**config.mk**
```make
export PLATFORM = sky130hd
export DESIGN_NAME = plt_link_timing
export DESIGN_NICKNAME = d
export VERILOG_FILES = /design/src/logic/plt_link_timing.v /design/src/logic/plt_sync2.v
export VERILOG_INCLUDE_DIRS = /design/src /design/src/pkg
export SDC_FILE = /design/constraint.sdc
export NUM_CORES = 1
export LEC_CHECK = 0
export BUFFER_PORTS_ARGS = -buffer_cell sky130_fd_sc_hd__buf_4
export CAP_MARGIN = 10
export CORE_UTILIZATION = 50
export CTS_CLUSTER_DIAMETER = 40
export DETAILED_ROUTE_END_ITERATION = 12
export MAX_ROUTING_LAYER = met4
export PLACE_DENSITY = 0.69
export SLEW_MARGIN = 20
export SYNTH_ARGS = -nofsm -noshare
export SYNTH_HDL_FRONTEND = slang
export SYNTH_SLANG_ARGS = --single-unit
```
**constraint.sdc**
```tcl
create_clock -name ref_clk_in -period 7.5 [get_ports ref_clk_in]
set_input_delay 1.5 -clock ref_clk_in [delete_from_list [all_inputs] [get_ports ref_clk_in]]
set_output_delay 1.5 -clock ref_clk_in [all_outputs]
set_load 0.01 [all_outputs]
```
**src/pkg/plt_timing_regs.vh**
```
/*
  Timing constants for the link pulse and link-loss timing block.
  Assumes a 200 MHz clock (5 ns period); counts are derived from times.
*/
`ifndef PLT_TIMING_REGS_VH
`define PLT_TIMING_REGS_VH

`define PLT_CLK_PERIOD_NS 5
// burst spacing (ms) and burst length (ms)
`define PLT_BURST_GAP_MS 16
`define PLT_BURST_GAP_CYC (`PLT_BURST_GAP_MS * 1000000 / `PLT_CLK_PERIOD_NS)
`define PLT_BURST_LEN_MS 2
// clock-to-data and clock-to-clock spacing (ns)
`define PLT_CLK_TO_DATA_NS 64000
`define PLT_CLK_TO_DATA_CYC (`PLT_CLK_TO_DATA_NS / `PLT_CLK_PERIOD_NS)
`define PLT_CLK_TO_CLK_NS 128000
`define PLT_CLK_TO_CLK_CYC (`PLT_CLK_TO_CLK_NS / `PLT_CLK_PERIOD_NS)
// pulse width (ns)
`define PLT_PULSE_W_NS 100
`define PLT_PULSE_W_CYC (`PLT_PULSE_W_NS / `PLT_CLK_PERIOD_NS)
// link-loss reaction (ns)
`define PLT_LOSS_REACT_NS 4800
`define PLT_LOSS_REACT_CYC (`PLT_LOSS_REACT_NS / `PLT_CLK_PERIOD_NS)
// clock pulses per burst (17 total pulses minimum means 17 clock slots)
`define PLT_SLOTS_PER_BURST 17
// indicator mode that enables the link-down indicator
`define PLT_IND_MODE_LINK 2'b01
// strap word width
`define PLT_STRAP_W 8
`define PLT_STRAP_RST 8'h00

`endif

```
**src/logic/plt_link_timing.v**
```verilog
/*
  Fast link pulse burst generator, link-loss indicator and interrupt, and
  strap capture at reset release, for a 10/100 transceiver.
  Assumes one 200 MHz clock; pins other than int_clear_in, ind_mode_in and the code word are synchronised here; the external
  reset controller keeps its own duties on reset length and management wait.
*/
`include "plt_timing_regs.vh"

module plt_link_timing #(
  parameter [31:0] BURST_GAP_CYC = `PLT_BURST_GAP_CYC,
  parameter [31:0] CLK_TO_CLK_CYC = `PLT_CLK_TO_CLK_CYC,
  parameter [31:0] CLK_TO_DATA_CYC = `PLT_CLK_TO_DATA_CYC
) (
  // clock and reset
  input wire ref_clk_in,
  input wire sys_rst_in,
  // negotiation control
  input wire an_enable_in,
  input wire an_done_in,
  input wire [15:0] an_code_word_in,
  // link status
  input wire speed_100_in,
  input wire [1:0] ind_mode_in,
  input wire signal_detect_in,
  input wire int_clear_in,
  // straps
  input wire [7:0] strap_in,
  // outputs
  output reg flp_pulse_out,
  output reg flp_burst_active_out,
  output reg link_indicator_output_out,
  output reg interrupt_request_pin_out,
  output reg [7:0] strap_cfg_out
);

  localparam ST_IDLE = 3'b001;
  localparam ST_BURST = 3'b010;
  localparam ST_GAP = 3'b100;
  localparam [31:0] PW_LAST = `PLT_PULSE_W_CYC - 1;
  localparam [31:0] LOSS_LAST = `PLT_LOSS_REACT_CYC - 1;

  wire [3:0] sync_q;
  wire an_en_s = sync_q[0];
  wire an_done_s = sync_q[1];
  wire sig_s = sync_q[2];
  wire spd_s = sync_q[3];
  wire [7:0] strap_s;

  // pins pass two flops before use
  plt_sync2 #(.W(4)) u_sync_ctl (
    .clk_in(ref_clk_in),
    .rst_in(sys_rst_in),
    .d_in({speed_100_in, signal_detect_in, an_done_in, an_enable_in}),
    .q_out(sync_q)
  );

  // strap sync keeps running through reset so the pin level is ready at release;
  // a reset here would hand over zeros at the capture edge
  plt_sync2 #(.W(8)) u_sync_strap (
    .clk_in(ref_clk_in),
    .rst_in(1'b0),
    .d_in(strap_in),
    .q_out(strap_s)
  );

  reg [2:0] state;
  reg [2:0] next_state;
  reg [22:0] gap_cnt;
  reg [15:0] slot_cnt;
  reg [4:0] slot_idx;
  reg [4:0] pw_cnt;
  reg [15:0] code_word;
  wire neg_run = an_en_s & ~an_done_s;
  wire slot_end = (slot_cnt == CLK_TO_CLK_CYC[15:0] - 16'h0001);
  wire last_slot = (slot_idx == `PLT_SLOTS_PER_BURST - 1);

  // burst sequencer: bursts repeat while negotiating
  always @* begin
    next_state = state;
    case (state)
      ST_IDLE: begin
        if (neg_run) next_state = ST_BURST;
      end
      ST_BURST: begin
        if (slot_end && last_slot) next_state = ST_GAP;
      end
      ST_GAP: begin
        if (!neg_run) next_state = ST_IDLE;
        else if (gap_cnt == BURST_GAP_CYC[22:0] - 23'h0000_01) next_state = ST_BURST;
      end
      default: next_state = ST_IDLE;
    endcase
  end

  // gap counter runs from burst start so bursts start a fixed gap apart
  always @(posedge ref_clk_in or posedge sys_rst_in) begin
    if (sys_rst_in) begin
      state <= ST_IDLE;
      gap_cnt <= 23'h0000_00;
      slot_cnt <= 16'h0000;
      slot_idx <= 5'h00;
      code_word <= 16'h0000;
    end else begin
      state <= next_state;
      if (state == ST_IDLE || next_state == ST_BURST && state != ST_BURST) begin
        gap_cnt <= 23'h0000_00;
      end else begin
        gap_cnt <= gap_cnt + 23'h0000_01;
      end
      if (state == ST_BURST) begin
        if (slot_end) begin
          slot_cnt <= 16'h0000;
          slot_idx <= last_slot ? 5'h00 : slot_idx + 5'h01;
        end else begin
          slot_cnt <= slot_cnt + 16'h0001;
        end
      end else begin
        slot_cnt <= 16'h0000;
        slot_idx <= 5'h00;
        code_word <= an_code_word_in; // word frozen for the whole burst
      end
    end
  end

  // pulse start: clock at slot start, data bit at mid-slot; 17 clocks + up to 16 data
  wire data_bit = (slot_idx < 5'h10) ? code_word[slot_idx[3:0]] : 1'b0;
  wire clk_fire = (state == ST_BURST) && (slot_cnt == 16'h0000);
  wire data_fire = (state == ST_BURST) && data_bit
    && (slot_cnt == CLK_TO_DATA_CYC[15:0]);

  // pulse width shaper, 100 ns per pulse
  always @(posedge ref_clk_in or posedge sys_rst_in) begin
    if (sys_rst_in) begin
      pw_cnt <= 5'h00;
      flp_pulse_out <= 1'b0;
      flp_burst_active_out <= 1'b0;
    end else begin
      flp_burst_active_out <= (state == ST_BURST);
      if (clk_fire || data_fire) begin
        pw_cnt <= PW_LAST[4:0];
        flp_pulse_out <= 1'b1;
      end else if (pw_cnt != 5'h00) begin
        pw_cnt <= pw_cnt - 5'h01;
      end else begin
        flp_pulse_out <= 1'b0;
      end
    end
  end

  // link-loss reaction timer; only 100 Mbps mode is timed here
  reg [9:0] loss_cnt;
  reg loss_seen;
  reg link_up;
  wire loss_fire = loss_seen && !sig_s && (loss_cnt == LOSS_LAST[9:0]);
  // link state kept apart from the indicator so the interrupt works in every indicator mode
  always @(posedge ref_clk_in or posedge sys_rst_in) begin
    if (sys_rst_in) begin
      loss_cnt <= 10'h000;
      loss_seen <= 1'b0;
      link_up <= 1'b0;
      link_indicator_output_out <= 1'b1;
      interrupt_request_pin_out <= 1'b0;
    end else begin
      if (sig_s) begin
        loss_cnt <= 10'h000;
        loss_seen <= 1'b0;
        if (spd_s) link_up <= 1'b1;
        if (spd_s && ind_mode_in == `PLT_IND_MODE_LINK) link_indicator_output_out <= 1'b0;
      end else if (spd_s && link_up && !loss_seen) begin
        loss_seen <= 1'b1;
      end else if (loss_seen && !loss_fire) begin
        loss_cnt <= loss_cnt + 10'h001;
      end
      if (loss_fire) begin
        loss_seen <= 1'b0;
        link_up <= 1'b0;
        if (ind_mode_in == `PLT_IND_MODE_LINK) link_indicator_output_out <= 1'b1;
      end
      // set wins over clear
      if (loss_fire) interrupt_request_pin_out <= 1'b1;
      else if (int_clear_in) interrupt_request_pin_out <= 1'b0;
    end
  end

  // straps caught on the first clock after reset release
  reg strap_done;
  always @(posedge ref_clk_in or posedge sys_rst_in) begin
    if (sys_rst_in) begin
      strap_done <= 1'b0;
      strap_cfg_out <= `PLT_STRAP_RST;
    end else if (!strap_done) begin
      strap_done <= 1'b1;
      strap_cfg_out <= strap_s;
    end
  end

endmodule

```
**src/logic/plt_sync2.v**
```verilog
/*
  Two-flop synchroniser for a vector of asynchronous inputs.
  Assumes the destination clock is the only clock; first stage read only by second.
*/
module plt_sync2 #(
  parameter W = 1
) (
  // clock and reset
  input wire clk_in,
  input wire rst_in,
  // data
  input wire [W-1:0] d_in,
  output reg [W-1:0] q_out
);

  reg [W-1:0] meta;

  // first stage feeds only the second
  always @(posedge clk_in or posedge rst_in) begin
    if (rst_in) begin
      meta <= {W{1'b0}};
      q_out <= {W{1'b0}};
    end else begin
      meta <= d_in;
      q_out <= meta;
    end
  end

endmodule

```
* Word level (Yosys, flattened, before mapping)
Index checks and enable logic that the tools add are counted.
** Storage, ports and cells
- Memory bits (writable) :: 0
- Bits in read-only memories :: 0
- Memories :: 0
- Output and inout port bits :: 12
- Bits in latches :: 0
- Logic and storage cells :: 101
- Register bits :: 117
** Operators by class
- Bitwise gates (word level) :: 2
- Reductions and logical operators :: 26
- $mul :: 0
- Mux-type cells :: 33
- Shift-type cells :: 0
- Div/mod/pow operators :: 0
- $add $sub $neg :: 5
- Eq/ne operators :: 14
- Magnitude comparators :: 2
** Operators by type and width (number)
- $mux W16 :: 2
- $mux W10 :: 3
- $mux W5 :: 5
- $add A23 B1 Y23 const B :: 1
- $eq A23 B22 Y1 const B :: 1
- $mux W23 :: 1
- $add A16 B1 Y16 const B :: 1
- $eq A16 B14 Y1 const B :: 1
- $eq A16 B15 Y1 const B :: 1
- $logic_not A16 Y1 :: 1
- $mux W1 :: 16
- $mux W3 :: 4
- $logic_and A1 B1 Y1 :: 11
- $add A10 B1 Y10 const B :: 1
- $eq A10 B10 Y1 const B :: 1
- $reduce_bool A2 Y1 :: 5
- $pmux W3 S3 :: 1
- $eq A3 B2 Y1 const B :: 2
- $add A5 B1 Y5 const B :: 1
- $eq A5 B5 Y1 const B :: 1
- $lt A4 B5 Y1 const B :: 1
- $lt A5 B5 Y1 const B :: 1
- $reduce_bool A5 Y1 :: 1
- $sub A5 B1 Y5 const B :: 1
- 13 further kinds :: 18

* Logic depth before layout (Yosys ltp)
Gate-level depths: netlist of the first run.
- Depth in word-level cells :: 8
- Mapped depth :: 8

* By module
A second synthesis of the first run with hierarchy kept.
** Unflattened totals
- Cells, all modules :: 477
- Area, all modules :: 5041.1 um2
** Modules (own cells, without submodules)
- plt_link_timing :: cells an instance 451, times used 1, area each 4433.0 um2
- plt_sync2 at u_sync_strap :: cells an instance 17, times used 1, area each 404.1 um2
- plt_sync2 at u_sync_ctl :: cells an instance 9, times used 1, area each 203.9 um2

* Worst setup path after synthesis of the first run
No wires, ideal clock.
- Path kind :: register to register
- Start point :: register slot_cnt[4]
- End point :: register slot_idx[0]
- Clock period less this slack :: 2110 ps
- Path buffers :: 1
- Stages on the path, launching flop included :: 7
- Data arrival time :: 2032 ps
- Slack :: 5390 ps
- Required time :: 7422 ps
- Cell sequence :: dfrtp_1 > nand4_2 > or4_4 > or3b_4 > buf_6 > or3_1 > a21oi_1
** On the way
- Longest elaborated chain between the ends :: 2
** RTL lines
- start, declared :: line plt_link_timing.v:69 : reg [15:0] slot_cnt;
- start signal, assigned :: line plt_link_timing.v:115 : slot_cnt <= slot_cnt + 16'h0001;
- $eq A16 B15 Y1 :: line plt_link_timing.v:74 : wire slot_end = (slot_cnt == CLK_TO_CLK_CYC[15:0] - 16'h0001);
- $ne A2 B2 Y1 (no line)
- end signal, assigned :: line plt_link_timing.v:113 : slot_idx <= last_slot ? 5'h00 : slot_idx + 5'h01;
- end, declared :: line plt_link_timing.v:70 : reg [4:0] slot_idx;
No other way between the ends.
A chain may end at the register's enable or synchronous reset.

* Worst setup path in the final report of the first run
- Start point :: register state[2]
- End point :: register pw_cnt[2]
** On the way
- Longest elaborated chain between the ends :: 5
- Elaborated cells between the ends (all ways) :: 7
- Classes of those cells :: eq/ne (1); mux (1); reduce/logical (5)
** RTL lines
- start, declared :: line plt_link_timing.v:66 : reg [2:0] state;
- start signal, assigned :: line plt_link_timing.v:104 : state <= next_state;
- $eq A3 B2 Y1 (*) :: line plt_link_timing.v:127, plt_link_timing.v:128
- $logic_and A1 B1 Y1 :: line plt_link_timing.v:128 : wire data_fire = (state == ST_BURST) && data_bit
- $logic_and A1 B1 Y1 :: line plt_link_timing.v:129 : && (slot_cnt == CLK_TO_DATA_CYC[15:0]);
- $logic_or A1 B1 Y1 (*) :: line plt_link_timing.v:139 : if (clk_fire || data_fire) begin
- $mux W5 or $reduce_bool A2 Y1 (tied branches)
- end signal, assigned :: line plt_link_timing.v:140 : pw_cnt <= PW_LAST[4:0];
- end signal, assigned :: line plt_link_timing.v:143 : pw_cnt <= pw_cnt - 5'h01;
- end, declared :: line plt_link_timing.v:71 : reg [4:0] pw_cnt;
Every way passes the cells marked *; elsewhere a longest branch is shown, timed or not.

==> results of run 1 <==
-- critical path, delay by kind of cell (launching register included) --
| kind | cells | cell delay (ns) |
|---|---|---|
| simple gates | 4 | 0.92 |
| buf+inv | 1 | 0.72 |
| compound gates | 2 | 0.57 |
| flops | 1 | 0.42 |
-- worst max path at each step --
stage,start,endpoint,slack [ns],depth (start not counted)
2_1_floorplan,sys_rst_in,code_word[0],3.36,1
3_3_place_gp,sys_rst_in,strap_cfg_out[0],4.72,3
3_5_place_dp,state[2],pw_cnt[2],4.67,7
4_1_cts,state[2],pw_cnt[2],4.66,7
5_1_grt,state[2],pw_cnt[2],4.33,7
6_report,state[2],pw_cnt[2],4.71,7
-- report_power, final --
part	total, mW	switching, mW	internal (mW)
clock	0.774	0.319	0.455
sequential	0.702	0.0301	0.672
combinational	0.134	0.0691	0.0645
total	1.61	0.419	1.19
-- cells by family after synthesis --
logic type	share of synthesized area, %
muxes	4.417
buffers and inverters	2.589
and+or+nand+nor	22.39
adders and majority gates	2.031
xor gates and xnor gates	8.175
DFF	57.83
other	0.07609
AOI/OAI and AO/OA	2.488
-- stage by stage --
stage / hold slack (ns) / util, % / total power, mW / instance area [um2]
floorplan: 0.3096 / - / 0.7966 / 4928
global placement: 0.3107 / 57.04 / 0.8407 / 5370
detailed placement: 0.3135 / 57.04 / 0.8468 / 5370
CTS: 0.3297 / 63.14 / 1.628 / 5944
global route: 0.3334 / 63.20 / 1.680 / 5951
finish: 0.3272 / 63.20 / 1.610 / 5951
-- registers in the layout, summed over array words and instances (netlist names), 3 cells and up --
register and count:
code_word 16, gap_cnt 23, loss_cnt 10, pw_cnt 5
slot_cnt 16, slot_idx 5, state 3, strap_cfg_out 8
u_sync_ctl.meta 4, u_sync_ctl.q_out 4, u_sync_strap.meta 8, u_sync_strap.q_out 8
-- layout make-up --
class / count / area share, %
inverters: 18 / 1.177
flip-flops and latches: 117 / 47.90
well taps: 129 / 2.712
clock inverters: 15 / 2.691
multi-input cells: 325 / 32.88
repair buffers: 45 / 5.677
clock buffers: 17 / 6.960
-- Yosys cell counts, types with 3 or more instances --
cell / number / area share, %
nand2b_1: 4 / 0.51
inv_1: 18 / 1.4
nand3b_1: 3 / 0.46
nand3_1: 21 / 2.1
xor2_1: 19 / 3.4
a21oi_1: 6 / 0.61
and3_1: 5 / 0.63
clkbuf_1: 9 / 0.69
mux2i_1: 6 / 1.2
nor4_1: 7 / 0.89
xnor2_1: 27 / 4.8
nor2_1: 59 / 4.5
mux4_2: 3 / 1.4
or3_1: 4 / 0.51
nor3_1: 18 / 1.8
nand2_1: 81 / 6.2
dfxtp_1: 16 / 6.5
ha_1: 8 / 2.0
nor3b_1: 4 / 0.61
mux2_2: 8 / 1.8
nand4_1: 10 / 1.3
and4_1: 3 / 0.53
dfrtp_1: 99 / 50
o21ai_0: 9 / 0.91
-- metal layers --
metal | vias up | part of all wire (%)
met4 | 0 | 0.85
met1 | 1669 | 48
met3 | 7 | 3.4
met2 | 60 | 48
met5 | - | 0
li1 | 1693 | -
==> flow_summary.json, run 1 <==
{
  "grt_max_degree": 70,
  "core_um2": 9415,
  "synth.distinct_cells": 46,
  "worstHoldStart": "u_sync_strap.meta[2]",
  "final_hold_viol_count": 0,
  "holdPathEnd": "u_sync_strap.q_out[2]",
  "path_max_fanout": 25,
  "ios": 45,
  "relSlewSlack_pct": 41.04,
  "status": "completed",
  "avgSynthCellArea_um2": 10.42,
  "required_ns": 7.86,
  "critPathSlowestCell": "inv_1",
  "regArea_um2": 2850,
  "viasPerCell": 5.149,
  "clock_sinks": 117,
  "peakVddDrop_v": 0.0002195,
  "layout_commonest_cell": "dfrtp_1",
  "reg2reg_slack_ns": 4.71,
  "p_per_area_nw_per_um2": 270.6,
  "synth_ff_type": "dfrtp_1",
  "syn_area_um2": 4928,
  "syn_to_final_growth_pct": 20.74,
  "use_met1_pct": 26.61,
  "min_period_ns": 2.789,
  "r2r_start": "state[2]",
  "vias": 3429,
  "worst_r2r_path_depth": 7,
  "synth_edf_count": 0,
  "io_buffer_count": 44,
  "async_reset_ff_share_pct": 86.32,
  "gp_congestion": 0.8040,
  "nets": 565,
  "layout-drive-gt1-share_pct": 18.25,
  "dr.pass1.iters": 4,
  "ant_nets": 0,
  "hpwl_um": 6031,
  "fin_skew_ns": 0.009768,
  "drc": 0,
  "finalWorstSetupSlack_ns": 4.711,
  "grtUsageTotal_pct": 20.78,
  "num_antenna_cells": 0,
  "dp_slack_ns": 4.670,
  "period_share_pct": 37.19,
  "fmaxAchievable_ghz": 0.3586,
  "use_met2_pct": 31.82,
  "gr-total-overflow": 0,
  "dieArea_um2": 10260,
  "cp_slowest_stage_delay_ns": 0.72,
  "grt_pass1_vias": 3437,
  "cp-start-kind": "flop",
  "ys_seq_area_share_pct": 57.83,
  "syn_nets": 514,
  "fin_cells": 666,
  "wl_per_cell_um": 13.82,
  "synthCells": 473,
  "dieHeight_um": 101.3,
  "busiest_layer": "met2",
  "tightest_slew_ns": 0.8845,
  "final_cell_mix": "99 x dfrtp_1, 81 x nand2_1, 59 x nor2_1",
  "drv_cap": 0,
  "p_leak_nw": 2.607,
  "htree_levels": 4,
  "cts_tree": "yes",
  "clkTransAtPathRegs_ns": 0.06,
  "cts_inserted_buffers": 17,
  "grt_util_met3_pct": 5.521,
  "root_buffer": "clkbuf_8",
  "row_count": 35,
  "place.detailed.instances": 634,
  "yosysWarnings": 0,
  "finalWirelength_um": 9201,
  "clk-insertion-delay-late_ns": 0.51,
  "crit_type": "flop to flop",
  "grt_setup_unrepaired": "no",
  "die_w_um": 101.3,
  "setup_violations": 0,
  "crit_chain": "nor2_1 -> nand2_1 -> inv_1 -> nand3_1 -> a2111oi_0 -> a21oi_1 -> nor3b_1",
  "tns_ns": 0,
  "cts_resized": 0,
  "clk_path_buf_depth": 2,
  "ys_seq_elements": 117,
  "grt_pass1_wl_um": 15870,
  "cts_hold_buf": 0,
  "slew_violations": 0,
  "cts_setup_buffers": 0,
  "start_util_pct": 52.35,
  "worstPathArrival_ns": 3.15,
  "endpoint_kind": "flop",
  "drt_iter0_markers": 183,
  "nFillCells": 758,
  "antenna_found_initial": 0,
  "multi_input_area_um2": 1957,
  "rr_endpoint": "pw_cnt[2]",
  "hold_path_depth": 0,
  "hp-class": "flop to flop"
}
(Power assumes the default switching activity.)
==> run 2: changes to the inputs <==
- clock period: 7.5 -> 2.65 ns (I/O delays scaled with it)
==> run 2 against run 1 <==
Combinational power rose to 2.9 times the previous value. Routed wire length rose by 2.4%. Via count rose by 1.1%. Hold slack got worse by 0.29 ns. Register-to-register slack got worse by 4.3 ns.
==> flow_summary.json, run 2 (synthesis results as in run 1) <==
{
  "antenna_found_initial": 0,
  "fin_skew_ns": 0.009650,
  "cts_resized": 0,
  "cts_tree": "yes",
  "path_max_fanout": 11,
  "clock_sinks": 117,
  "grt_pass1_vias": 3555,
  "viasPerCell": 5.175,
  "clk-insertion-delay-late_ns": 0.53,
  "drv_cap": 0,
  "ant_nets": 0,
  "dieHeight_um": 101.3,
  "top_layer": "met4",
  "vias": 3467,
  "required_ns": 3.06,
  "route.met2.wl_um": 4526,
  "cts_inserted_buffers": 17,
  "endpoint_kind": "flop",
  "finalWorstSetupSlack_ns": 0.3955,
  "p_per_area_nw_per_um2": 767.2,
  "core_um2": 9415,
  "clkTransAtPathRegs_ns": 0.06,
  "grt_setup_unrepaired": "no",
  "grtUsageTotal_pct": 21.84,
  "status": "completed",
  "gp_congestion": 0.8088,
  "hp-class": "primary input to async pin",
  "io_buffer_count": 44,
  "syn_to_final_growth_pct": 21.45,
  "finalWirelength_um": 9426,
  "route.met3.wl_um": 391,
  "critPathSlowestCell": "dfrtp_1",
  "tns_ns": 0,
  "hpwl_um": 6091,
  "drc": 0,
  "cts_setup_buffers": 0,
  "layout-drive-gt1-share_pct": 18.67,
  "die_w_um": 101.3,
  "layout_commonest_cell": "dfrtp_1",
  "top_register": "gap_cnt",
  "dr.pass1.iters": 4,
  "final_cell_mix": "99 x dfrtp_1, 81 x nand2_1, 59 x nor2_1",
  "cts_hold_buf": 0,
  "peakVddDrop_v": 0.0007710,
  "fmaxAchievable_ghz": 0.4436,
  "drt_iter0_markers": 195,
  "start_util_pct": 52.35,
  "nets": 569,
  "crit_chain": "mux2i_1 -> mux4_2 -> a2111oi_0 -> a21oi_1 -> nor3b_1",
  "cp_slowest_stage_delay_ns": 0.65,
  "dp_slack_ns": 0.4392,
  "final_hold_viol_count": 0,
  "relSlewSlack_pct": 52.73,
  "crit_type": "flop to flop",
  "root_buffer": "clkbuf_8",
  "cp-start-kind": "flop",
  "dieArea_um2": 10260,
  "row_count": 35,
  "period_share_pct": 85.08,
  "power_mw": 4.592,
  "clk_path_buf_depth": 2,
  "largestRegisters": "gap_cnt (23), code_word (16), slot_cnt (16)",
  "wl_met1_um": 4357,
  "largest_reg_flops": 23,
  "grt_max_degree": 82,
  "htree_levels": 4,
  "tightest_slew_ns": 0.6998,
  "p_leak_nw": 2.626,
  "min_period_ns": 2.255,
  "num_antenna_cells": 0,
  "wl_per_cell_um": 14.07,
  "ios": 45,
  "slew_violations": 0,
  "worstPathArrival_ns": 2.66,
  "gr-total-overflow": 0,
  "grt_pass1_wl_um": 16440,
  "setup_violations": 0
}
## run 2: changes by cell type in the layout (fill, tap and decap cells not counted), sizes merged
| cell | delta |
|---|---|
| clkinvlp | +1 |
| clkinv | -1 |
| buf | +4 |
## run 2: path summary, 6_finish.rpt
kind	slack, ns	start	cells after the start	end
max reg2reg	0.40	slot_idx[2]	5	pw_cnt[2]
max in group asynchronous	1.83	sys_rst_in	3	state[0]
min in group ref_clk_in	0.10	strap_in[1]	1	u_sync_strap.meta[1]
min reg2reg	0.33	u_sync_strap.meta[6]	0	u_sync_strap.q_out[6]
max	0.40	slot_idx[2]	5	pw_cnt[2]
min	0.04	sys_rst_in	2	interrupt_request_pin_out
## run 2: cell type report
cell class / instances / area [um2]
Fill cell: 747 / 3430
Clock inverter: 15 / 157.7
Inverter: 18 / 71.32
Tap cell: 129 / 161.4
Sequential cell: 117 / 2850
Multi-Input combinational cell: 325 / 1951
Clock buffer: 17 / 414.1
Timing Repair Buffer: 49 / 380.4
## run 2: power breakdown
group	internal, mW	total, mW	switching [mW]
Clock	1.29	2.21	0.926
Sequential	1.90	1.99	0.0839
Combinational	0.191	0.394	0.203
## run 2: per-layer routing
metal  vias up  global-route usage, %
met5         -                      -
met4         0                  9.142
met3        15                  6.556
met2        64                  32.76
met1      1684                  27.65
li1       1704                      -
## run 2: critical path, delay by kind of cell, from the launching register on
kind,cells,cell delay (ns)
DFF,1,0.65
AOI/OAI and AO/OA,2,0.67
muxes,2,0.62
and+or+nand+nor,1,0.20
## run 2: through the flow
step	cell area, um2	utilization [%]	hold WS, ns	cells
final	5986	63.57	0.03624	670
after global routing	5986	63.57	0.05022	670
after CTS	5986	63.57	0.03550	670
after detailed placement	5414	57.50	0.3121	638
after global placement	5414	57.50	0.3103	638
after floorplan	4932	-	0.3096	473
